==> src/hw/clock_ctl_map.svh <==
// Register map, field positions, reset values and counts of the clock
// control block. Assumes a 32-bit Avalon-MM bus with byte addresses.
`ifndef CLOCK_CTL_MAP_SVH
`define CLOCK_CTL_MAP_SVH

// Byte offsets
`define OFS_OSC_CTRL 5'h00
`define OFS_CLK_DIV 5'h04
`define OFS_PLL_FBD 5'h08
`define OFS_RC_TUNE 5'h0C
`define OFS_UNLOCK 5'h10

// Unlock keys, written in turn to the unlock register
`define UNLOCK_KEY1 8'h55
`define UNLOCK_KEY2 8'hAA

// Oscillator control fields
`define OSC_CUR_LSB 12
`define OSC_NXT_LSB 8
`define OSC_LOCK_BIT 5
`define OSC_CF_BIT 3
`define OSC_SEC_BIT 1
`define OSC_REQ_BIT 0

// Reset values
`define RST_DOZE 3'h3
`define RST_POST 2'h1
`define RST_PRE 5'h00
`define RST_FBD 9'h030

// Source codes
`define SRC_FRC 3'h0
`define SRC_FRC_PLL 3'h1
`define SRC_PRI 3'h2
`define SRC_PRI_PLL 3'h3
`define SRC_SEC 3'h4
`define SRC_LOW_POWER_INTERNAL_RC 3'h5

// New-clock cycles counted before the switch
`define SETTLE_CYCLES 4'hA

`endif

==> src/hw/clock_ctl_pkg.sv <==
// Types of the clock control block: switch states and the state record.
// Assumes nothing of its surroundings.
package clock_ctl_pkg;

typedef enum logic [2:0] {SW_IDLE, SW_CHECK, SW_START, SW_SETTLE, SW_DONE}
    sw_state_t;

typedef struct packed {
    sw_state_t fsm;
    logic [3:0] cnt;
    logic [2:0] cur;
    logic [2:0] nxt;
    logic [2:0] target;
    logic lock;
    logic cf;
    logic sec_en;
    logic req;
    logic recover_on_interrupt;
    logic [2:0] doze;
    logic doze_en;
    logic [2:0] frcdiv;
    logic [1:0] post;
    logic [4:0] pre;
    logic [8:0] fbd;
    logic [5:0] tun;
    logic init;
    logic key1;
    logic armed;
    logic waitreq;
    logic [31:0] rdata;
    logic [2:0] sel;
    logic en_frc;
    logic en_pri;
    logic en_sec;
    logic en_low_power_internal_rc;
    logic en_pll;
    logic trap;
    logic [2:0] cpu_shift;
    logic [3:0] rc_shift;
    logic [5:0] n1;
    logic [3:0] n2;
    logic [9:0] m;
    logic [5:0] trim;
    logic [1:0] submode;
} ctl_state_t;

endpackage : clock_ctl_pkg

==> src/hw/clock_divider_switch_failsafe.sv <==
// Clock divider, oscillator switch sequencer and fail-safe monitor.
// Assumes oscillator status inputs are synchronous to clock and that
// new_clock_tick pulses once per cycle of the incoming source.
//
// Notes on behaviour
// - With recover-on-interrupt set, an interrupt clears doze and restores 1:1.
// - Doze field divides processor clock by two to its power; resets to 3.
// - Doze disabled forces the processor to peripheral ratio to 1:1.
// - Fast RC postscaler divides by 1 to 64, code 7 by 256.
// - PLL post divider: 00 by 2, 01 by 4, 11 by 8, 10 reserved.
// - PLL pre divider divides by field value plus two.
// - PLL feedback multiplier is field plus two, resets to 50.
// - Six-bit signed RC tuning trims fast RC in 0.375 percent steps.
// - Switching and fail-safe monitor work only when the config bit is 0.
// - Switching disabled: next source ignored, current shows initial config.
// - Switching disabled: switch request held at zero.
// - Request with next equal to current clears request and aborts.
// - A valid switch first clears lock status and clock fail flag.
// - Start the new source, wait start-up and PLL lock as needed.
// - Count ten new-clock cycles before switching over.
// - On completion clear request and copy next into current source.
// - Turn off old source, keeping LOW_POWER_INTERNAL_RC and secondary where required.
// - Primary submode stays fixed by configuration bits.
// - Monitor enabled keeps LOW_POWER_INTERNAL_RC running except in sleep.
// - On failure raise trap and fall back to fast RC, keeping PLL.
// - Source codes: FAST_INTERNAL_RC, FAST_INTERNAL_RC PLL, primary, primary PLL, SOSC, LOW_POWER_INTERNAL_RC, /16, /N.
// - Monitor sets clock fail flag; software reads and clears it.
//
// The implementer's own choices: the placing of the registers and the Avalon-MM interface to the registers.
`timescale 1ns/1ns
`include "clock_ctl_map.svh"

module clock_divider_switch_failsafe
    import clock_ctl_pkg::*;
(
    // Clock and reset
    input wire logic clock,
    input wire logic reset,
    // Avalon-MM slave
    input wire logic [4:0] address,
    input wire logic read,
    input wire logic write,
    input wire logic [31:0] writedata,
    input wire logic [3:0] byteenable,
    output logic [31:0] readdata,
    output logic waitrequest,
    // Configuration bits
    input wire logic switch_monitor_config,
    input wire logic [2:0] initial_source_config,
    input wire logic [1:0] primary_submode_config,
    input wire logic watchdog_enabled,
    // Oscillator, PLL and core status
    input wire logic source_ready,
    input wire logic pll_locked,
    input wire logic new_clock_tick,
    input wire logic clock_failure,
    input wire logic interrupt_event,
    input wire logic sleep_mode,
    // Source selection and enables
    output logic [2:0] system_source_select,
    output logic fast_rc_enable,
    output logic primary_osc_enable,
    output logic secondary_osc_run,
    output logic low_power_rc_enable,
    output logic pll_enable,
    output logic [1:0] primary_submode,
    output logic clock_fail_trap,
    // Divider settings
    output logic [2:0] cpu_clock_shift,
    output logic [3:0] rc_postscale_shift,
    output logic [5:0] pll_prescale,
    output logic [3:0] pll_postscale,
    output logic [9:0] pll_multiplier,
    output logic [5:0] rc_trim
);

// ---------------------------------------------------------------
// Helpers
// ---------------------------------------------------------------
// Mask {pll, low_power_internal_rc, sec, pri, frc} of resources a source needs
function automatic logic [4:0] src_mask(input logic [2:0] code);
    logic [4:0] m;
    case (code)
        `SRC_FRC_PLL: m = 5'h11;
        `SRC_PRI: m = 5'h02;
        `SRC_PRI_PLL: m = 5'h12;
        `SRC_SEC: m = 5'h04;
        `SRC_LOW_POWER_INTERNAL_RC: m = 5'h08;
        default: m = 5'h01;
    endcase
    return m;
endfunction : src_mask

function automatic logic frc_based(input logic [2:0] code);
    return code[2:1] == 2'h0 || code[2:1] == 2'h3;
endfunction : frc_based

ctl_state_t r;
ctl_state_t n;
logic [31:0] rd;
logic [4:0] need;
logic wr;
logic sw_on;
logic monitor_on;

assign sw_on = !switch_monitor_config;
assign monitor_on = !switch_monitor_config;
assign wr = write && !r.waitreq;

// ---------------------------------------------------------------
// Read mux
// ---------------------------------------------------------------
always_comb
begin
    rd = 32'h0000_0000;
    if (address == `OFS_OSC_CTRL)
    begin
        rd[`OSC_CUR_LSB +: 3] = r.cur;
        rd[`OSC_NXT_LSB +: 3] = r.nxt;
        rd[`OSC_LOCK_BIT] = r.lock;
        rd[`OSC_CF_BIT] = r.cf;
        rd[`OSC_SEC_BIT] = r.sec_en;
        rd[`OSC_REQ_BIT] = r.req;
    end
    else if (address == `OFS_CLK_DIV)
        rd[15:0] = {r.recover_on_interrupt, r.doze, r.doze_en, r.frcdiv, r.post, 1'b0, r.pre};
    else if (address == `OFS_PLL_FBD)
        rd[8:0] = r.fbd;
    else if (address == `OFS_RC_TUNE)
        rd[5:0] = r.tun;
end

// ---------------------------------------------------------------
// Next state
// ---------------------------------------------------------------
always_comb
begin
    n = r;
    n.trap = 1'b0;
    // One wait cycle per access; answer registered with it
    n.waitreq = !((read || write) && r.waitreq);
    if ((read || write) && r.waitreq)
        n.rdata = read ? rd : 32'h0000_0000;

    // Lock status follows the PLL while it is enabled
    n.lock = pll_locked && r.en_pll;

    if (wr)
    begin
        n.key1 = 1'b0;
        n.armed = 1'b0;
        if (address == `OFS_UNLOCK)
        begin
            if (writedata[7:0] == `UNLOCK_KEY1)
                n.key1 = 1'b1;
            else if (r.key1 && writedata[7:0] == `UNLOCK_KEY2)
                n.armed = 1'b1;
        end
        else if (address == `OFS_OSC_CTRL)
        begin
            if (r.armed)
            begin
                if (byteenable[1])
                    n.nxt = writedata[`OSC_NXT_LSB +: 3];
                if (byteenable[0])
                begin
                    n.sec_en = writedata[`OSC_SEC_BIT];
                    if (!writedata[`OSC_CF_BIT])
                        n.cf = 1'b0;
                    if (writedata[`OSC_REQ_BIT] && sw_on)
                        n.req = 1'b1;
                end
            end
        end
        else if (address == `OFS_CLK_DIV)
        begin
            if (byteenable[1])
            begin
                n.recover_on_interrupt = writedata[15];
                n.doze = writedata[14:12];
                n.doze_en = writedata[11];
                n.frcdiv = writedata[10:8];
            end
            if (byteenable[0])
            begin
                n.post = writedata[7:6];
                n.pre = writedata[4:0];
            end
        end
        else if (address == `OFS_PLL_FBD)
        begin
            if (byteenable[1])
                n.fbd[8] = writedata[8];
            if (byteenable[0])
                n.fbd[7:0] = writedata[7:0];
        end
        else if (address == `OFS_RC_TUNE)
        begin
            if (byteenable[0])
                n.tun = writedata[5:0];
        end
    end

    // Hardware recovery beats a coincident software write
    if (interrupt_event && r.recover_on_interrupt)
        n.doze_en = 1'b0;

    // Switch sequencer
    case (r.fsm)
        SW_IDLE:
        begin
            if (r.req)
                n.fsm = SW_CHECK;
        end
        SW_CHECK:
        begin
            if (r.nxt == r.cur)
            begin
                n.req = 1'b0;
                n.fsm = SW_IDLE;
            end
            else
            begin
                n.lock = 1'b0;
                n.cf = 1'b0;
                n.target = r.nxt;
                n.fsm = SW_START;
            end
        end
        SW_START:
        begin
            // Source ready covers start-up timer for crystals
            if (source_ready && (r.target[2] || !r.target[0] || pll_locked))
            begin
                n.cnt = 4'h0;
                n.fsm = SW_SETTLE;
            end
        end
        SW_SETTLE:
        begin
            if (new_clock_tick)
            begin
                n.cnt = r.cnt + 4'h1;
                if (r.cnt == `SETTLE_CYCLES - 4'h1)
                    n.fsm = SW_DONE;
            end
        end
        SW_DONE:
        begin
            n.cur = r.target;
            n.req = 1'b0;
            n.fsm = SW_IDLE;
        end
        default: n.fsm = SW_IDLE;
    endcase

    // Fail-safe: flag set wins over any clear this cycle
    if (monitor_on && clock_failure && !sleep_mode && !frc_based(r.cur))
    begin
        n.cf = 1'b1;
        n.trap = 1'b1;
        n.cur = (!r.cur[2] && r.cur[0]) ? `SRC_FRC_PLL : `SRC_FRC;
        n.req = 1'b0;
        n.fsm = SW_IDLE;
    end

    // Straps caught once after reset release
    if (r.init)
    begin
        n.init = 1'b0;
        n.nxt = initial_source_config;
        n.submode = primary_submode_config;
    end
    if (!sw_on || r.init)
    begin
        n.cur = initial_source_config;
        n.req = 1'b0;
        n.fsm = SW_IDLE;
    end

    // Old source drops once current moves on
    need = src_mask(n.cur);
    if (n.fsm == SW_START || n.fsm == SW_SETTLE || n.fsm == SW_DONE)
        need = need | src_mask(n.target);
    n.sel = n.cur;
    n.en_frc = need[0];
    n.en_pri = need[1];
    n.en_sec = need[2] || n.sec_en;
    n.en_low_power_internal_rc = need[3] || watchdog_enabled || (monitor_on && !sleep_mode);
    n.en_pll = need[4];

    // Divider outputs
    n.cpu_shift = n.doze_en ? n.doze : 3'h0;
    n.rc_shift = (n.frcdiv == 3'h7) ? 4'h8 : {1'b0, n.frcdiv};
    n.n1 = {1'b0, n.pre} + 6'h02;
    case (n.post)
        2'h0: n.n2 = 4'h2;
        2'h3: n.n2 = 4'h8;
        default: n.n2 = 4'h4;
    endcase
    n.m = {1'b0, n.fbd} + 10'h002;
    n.trim = n.tun;
end

// ---------------------------------------------------------------
// State register
// ---------------------------------------------------------------
always_ff @(posedge clock)
begin
    if (reset)
    begin
        r <= '0;
        r.fsm <= SW_IDLE;
        r.doze <= `RST_DOZE;
        r.post <= `RST_POST;
        r.pre <= `RST_PRE;
        r.fbd <= `RST_FBD;
        r.init <= 1'b1;
        r.waitreq <= 1'b1;
        r.en_frc <= 1'b1;
        r.n1 <= 6'h02;
        r.n2 <= 4'h4;
        r.m <= 10'h032;
    end
    else
        r <= n;
end

assign readdata = r.rdata;
assign waitrequest = r.waitreq;
assign system_source_select = r.sel;
assign fast_rc_enable = r.en_frc;
assign primary_osc_enable = r.en_pri;
assign secondary_osc_run = r.en_sec;
assign low_power_rc_enable = r.en_low_power_internal_rc;
assign pll_enable = r.en_pll;
assign primary_submode = r.submode;
assign clock_fail_trap = r.trap;
assign cpu_clock_shift = r.cpu_shift;
assign rc_postscale_shift = r.rc_shift;
assign pll_prescale = r.n1;
assign pll_postscale = r.n2;
assign pll_multiplier = r.m;
assign rc_trim = r.trim;
endmodule : clock_divider_switch_failsafe

==> config.mk <==
export PLATFORM = sky130hd
export DESIGN_NAME = clock_divider_switch_failsafe
export DESIGN_NICKNAME = d
export VERILOG_FILES = /design/src/hw/clock_ctl_pkg.sv /design/src/hw/clock_divider_switch_failsafe.sv
export VERILOG_INCLUDE_DIRS = /design/src /design/src/hw
export SDC_FILE = /design/constraint.sdc
export NUM_CORES = 1
export LEC_CHECK = 0
export ABC_AREA = 0
export BUFFER_PORTS_ARGS = -buffer_cell sky130_fd_sc_hd__buf_2
export CAP_MARGIN = 20
export CORE_MARGIN = 3
export CORE_UTILIZATION = 50
export DETAILED_ROUTE_END_ITERATION = 6
export GPL_TIMING_DRIVEN = 0
export PLACE_DENSITY_LB_ADDON = 0.25
export SYNTH_ARGS = -nofsm -noshare
export SYNTH_HDL_FRONTEND = slang
export SYNTH_SLANG_ARGS = --single-unit
==> constraint.sdc <==
create_clock -name clock -period 4.89 [get_ports clock]
set_input_delay 0.978 -clock clock [delete_from_list [all_inputs] [get_ports clock]]
set_output_delay 0.978 -clock clock [all_outputs]
set_load 0.02 [all_outputs]
==> impl.org <==
** Critical path
- Setup slack on the worst reg-to-reg path comes out at roughly 2200 ps.
- Levels on crit path :: 8
- Timing startpoint of the critical path :: address[4]
- Library cell contributing the largest single delay on the critical path :: sky130_fd_sc_hd__nor3_1
- Count of cells along the worst register-to-register path :: 5
- The startpoint identified for the worst register-to-register timing path is system_source_select[2].
- In this run the critical register-to-register path is captured at low_power_rc_enable.
- On the worst path, the slowest cell contributes a delay of roughly 610 ps.
- End of the critical path :: pll_multiplier[7]
- The number of buffers and inverters on the critical path is 1.
- Setup Crit Path Kind :: in -> reg
- CP Data Arrival Time :: between 3000 and 4000 ps
- Worst setup EP type :: flip-flop
- STA classifies the critical path startpoint as a primary input.
- Worst-path maximum fanout :: 10
- The signal on the critical path passes through buf_2, nor3_1, nand3_2, mux2_2, ha_1, o21ai_0, xnor2_1, nor2_1.
- In this design, the largest share of critical-path delay is due to simple AND/OR/NAND/NOR gates.
- Critical Path RT :: 5110 ps

** Layout
- Fraction of layout instances using a drive strength above 1 :: 0.320
- Compared with the post-synthesis result, the final layout area differs by 17.8%.
- 0 antenna diodes ended up in the layout.
- Finished Core Util :: 0.607
- Nets :: 730

** Clocking
- H-tree level count :: 3
- Once the clock tree was built, the resizer swapped 0 gates to a different size.
- TritonCTS built the clock tree.
- In this run, post-CTS hold repair placed 0 buffers.
- Clock latency on the worst-skew pair, taken at its later pin, is roughly 360 ps.
- Clock-pin transition on the worst setup and hold timing paths :: roughly 90 ps
- The cell sitting at the root of the clock tree is a sky130_fd_sc_hd__clkbuf_8.
- CTS Buffer Depth :: 2
- TritonCTS Sinks :: between 100 and 150
- Cts bufs inserted :: 9
- Buffers added to address setup during post-CTS repair amount to 0.

** Logic synthesis
- Summed over all instances, the cell type with the most area after synthesis is sky130_fd_sc_hd__dfxtp_1.
- For this run, asynchronously set or reset flops after synthesis account for 0.
- After synthesis the cells add up to between 5000 and 6000 um2.
- Leading cell types by total area after synthesis :: sky130_fd_sc_hd__dfxtp_1 (40%), sky130_fd_sc_hd__buf_4 (11%), sky130_fd_sc_hd__mux2i_1 (7.5%), sky130_fd_sc_hd__nor2_1 (5.5%), sky130_fd_sc_hd__mux2_2 (2.9%)
- Leading register cell type out of synthesis :: sky130_fd_sc_hd__dfxtp_1
- Post-synthesis area per instance :: 9.31 um2
- The synthesized design contains a little over 100 register bits.
- Counting distinct cell types in the post-synthesis netlist gives between 50 and 60.
- Number of warnings reported in the yosys synthesis log :: 0
- For this run, the register share of the synthesized area comes to 0.404.
- In this run, synthesis inferred 0 flip-flops with an integrated enable.
- Synthesis produced a netlist whose cell count is about 540.
- The share of synthesized area in the top cell type comes to 0.404.

** Timing
- Post-route minimum period :: about 3000 ps
- At the pin with the least slew margin, the transition time is just under 1000 ps.
- Total of endpoints with negative setup slack in the final report :: 0
- Fin crit share :: 0.615
- Final max-slew violation count :: 0
- The worst pin sits at a relative slew slack of 0.331.
- Setup total negative slack on the finished layout was measured at 0 ps.
- Across the routed clock network, the largest skew measured is ~12 ps.
- Max Clk Rate :: between 300 and 400 MHz
- Setup repair after global routing left no endpoint under its margin.
- The final hold violation count was 0.

** GRT
- The first global-routing pass estimated between 20000 and 25000 um of wire.
- The number of global-route vias before repair is 4106.
- Global-route congestion overflow total :: 0
- Entering global routing, the biggest net connects 15 pins.
- In the global route stage, overall resource usage came out at 0.235.
- Initial antenna violation count :: 0

** Min path
- Worst Hold Class :: reg -> reg
- In this run the most critical hold path is launched from r[77].
- Instance count along the most critical hold path :: 2

** Job
- Max-cap check violation count :: 0

** Floorplan
- From left edge to right edge, the die measures about 110 um.
- Measured along the y axis, the die boundary spans between 100 and 150 um.
- The floorplan step defined a die boundary enclosing about 11000 um2.
- Area of the core :: about 9800 um2
- For this configuration, the core starts out at a cell density of 0.515.
- In this run the core area contains 36 standard-cell rows.
- Total I/O pin count :: roughly 140

** Power and ir drop
- Of the total power, the share spent switching nets is 0.245.
- The share of total power dissipated in combinational logic is 0.107.
- Of the total power, registers draw 0.542.
- Part of the total power dissipated in the clock network :: 0.351
- Power density relative to cell area :: approximately 260 nW/um2
- Cell internal power was estimated by the tool at approximately 1200 uW.
- The analysis attributes to net switching a power of between 300 and 400 uW.
- Worst VDD drop :: approximately 0.00015 V
- The analysis attributes to cell leakage a power of roughly 0.0027 uW.

** Drt
- Number of remaining DRC errors :: 0
- The first detailed-routing pass took 5 iterations.
- Average via count per standard cell :: approximately 5.3
- Routed Wire Length :: between 10000 and 15000 um
- Via count :: roughly 4200
- Once detail routing completed, the nets flagged for antenna violations numbered 0.
- Detailed Route Iter0 Violations :: between 200 and 300
- After detailed routing, the average wire length per cell comes to around 17 um.

** Outcome
- The flow ran to the end, and the final reports show no timing, DRC or antenna violations.

** Placement
- HPWL reported at the end of detailed placement :: about 10000 um
- Gp weighted congestion :: 0.922
- In this run the tool buffered the top-level ports with between 90 and 100 buffer cells.
## layer usage
layer,track usage,vias up,share of wire
li1,-,2053,-
met1,0.307,1992,0.44
met3,0.0295,23,0.055
met5,0,-,0
met2,0.398,166,0.48
met4,0.0868,0,0.024
## worst register-to-register path, stage by stage, from the launching register on
cell,delay [ps]
sky130_fd_sc_hd__dfxtp_1,520
sky130_fd_sc_hd__xnor2_1,200
sky130_fd_sc_hd__o21ai_0,280
sky130_fd_sc_hd__nor4b_1,920
sky130_fd_sc_hd__or4b_1,500
sky130_fd_sc_hd__o221ai_1,180
## through the flow
step	power, uW	cell area (um2)	std cells	setup WS, ps	hold WS, ps
finish	1570	5960	801	1880	467
global route	1620	5960	801	1770	498
CTS	1570	5960	801	1940	468
detailed placement	1030	5760	788	1560	456
global placement	1030	5760	788	1560	451
floorplan	973	5120	559	2070	436
## flip-flops by register name, summed over array words and instances, names as in the netlist, 2 cells and up, named ones only
register and count:
system_source_select 3, pll_postscale 3, cpu_clock_shift 3, r 42
primary_submode 2, pll_prescale 5, readdata 16, rc_postscale_shift 4
pll_multiplier 9
## cell families (layout without fill, tap and decap cells)
kind of cell    after synthesis  in the layout  synth area share
flops                       102            102             0.404
buf+inv                     106            215             0.136
fa+ha+maj                     6              6            0.0148
other cells                   1             17          0.000741
compound gates               64             64            0.0903
xor+xnor                     16             16            0.0277
simple gates                193            193             0.206
mux                          55             55             0.120
## synthesized netlist by cell type (3+ instances only)
| cell type | instances |
|---|---|
| sky130_fd_sc_hd__a311oi_1 | 3 |
| sky130_fd_sc_hd__or3_1 | 3 |
| sky130_fd_sc_hd__nor2b_1 | 12 |
| sky130_fd_sc_hd__nor3b_1 | 3 |
| sky130_fd_sc_hd__nor4b_1 | 5 |
| sky130_fd_sc_hd__buf_1 | 3 |
| sky130_fd_sc_hd__o21ai_0 | 13 |
| sky130_fd_sc_hd__dfxtp_1 | 102 |
| sky130_fd_sc_hd__nand4_1 | 6 |
| sky130_fd_sc_hd__buf_4 | 71 |
| sky130_fd_sc_hd__mux2_2 | 13 |
| sky130_fd_sc_hd__a21oi_1 | 9 |
| sky130_fd_sc_hd__nand2b_1 | 9 |
| sky130_fd_sc_hd__nor3_1 | 12 |
| sky130_fd_sc_hd__ha_1 | 6 |
| sky130_fd_sc_hd__a211o_1 | 4 |
| sky130_fd_sc_hd__xnor2_1 | 9 |
| sky130_fd_sc_hd__nand3_1 | 13 |
| sky130_fd_sc_hd__xor2_1 | 7 |
| sky130_fd_sc_hd__nand2_1 | 16 |
| sky130_fd_sc_hd__mux4_2 | 3 |
| sky130_fd_sc_hd__nand3b_1 | 8 |
| sky130_fd_sc_hd__mux2i_1 | 38 |
| sky130_fd_sc_hd__a22oi_1 | 15 |
| sky130_fd_sc_hd__and2_1 | 3 |
| sky130_fd_sc_hd__inv_1 | 12 |
| sky130_fd_sc_hd__clkbuf_1 | 17 |
| sky130_fd_sc_hd__nor2_1 | 74 |
| sky130_fd_sc_hd__buf_6 | 3 |
| sky130_fd_sc_hd__or2_2 | 6 |
| sky130_fd_sc_hd__a31oi_1 | 4 |
| sky130_fd_sc_hd__nor4_1 | 8 |
## power groups by stage
| stage | Sequential (uW) | Combinational (uW) | Clock (uW) |
|---|---|---|---|
| after floorplan | 870 | 103 | 0 |
| after global placement | 868 | 163 | 0 |
| after detailed placement | 868 | 165 | 0 |
| after CTS | 849 | 165 | 557 |
| after global routing | 850 | 180 | 590 |
| final | 849 | 167 | 551 |
## final cells by class
class / count / area, um2
buffer: 94 / 642
clock buffer: 11 / 131
clock inverter: 2 / 60.1
fill: 909 / 3860
inverter: 12 / 45.0
multi-input combinational: 351 / 2390
sequential: 102 / 2040
tap: 133 / 166
timing repair buffer: 96 / 480
## layout by cell type (no fill, tap or decap), types with 4 or more instances in the layout
cell type / instances
sky130_fd_sc_hd__dfxtp_1: 102
sky130_fd_sc_hd__buf_2: 96
sky130_fd_sc_hd__nor2_1: 74
sky130_fd_sc_hd__buf_4: 71
sky130_fd_sc_hd__mux2i_1: 38
sky130_fd_sc_hd__clkbuf_1: 19
sky130_fd_sc_hd__conb_1: 17
sky130_fd_sc_hd__nand2_1: 16
sky130_fd_sc_hd__a22oi_1: 15
sky130_fd_sc_hd__mux2_2: 13
sky130_fd_sc_hd__o21ai_0: 13
sky130_fd_sc_hd__nand3_1: 13
sky130_fd_sc_hd__inv_1: 12
sky130_fd_sc_hd__nor3_1: 12
sky130_fd_sc_hd__nor2b_1: 12
sky130_fd_sc_hd__nand2b_1: 9
sky130_fd_sc_hd__xnor2_1: 9
sky130_fd_sc_hd__a21oi_1: 9
sky130_fd_sc_hd__clkbuf_8: 9
sky130_fd_sc_hd__nand3b_1: 8
sky130_fd_sc_hd__nor4_1: 8
sky130_fd_sc_hd__xor2_1: 7
sky130_fd_sc_hd__or2_2: 6
sky130_fd_sc_hd__nand4_1: 6
sky130_fd_sc_hd__ha_1: 6
sky130_fd_sc_hd__nor4b_1: 5
sky130_fd_sc_hd__a211o_1: 4
sky130_fd_sc_hd__a31oi_1: 4
## worst min path at each step
| stage | end | slack (ps) |
|---|---|---|
| 6_report | r[77] | 470 |
| 5_1_grt | r[113] | 500 |
| 4_1_cts | r[77] | 470 |
| 3_5_place_dp | r[77] | 460 |
| 3_3_place_gp | r[77] | 450 |
| 2_1_floorplan | r[77] | 440 |
Power figures use the tool's default switching activity.
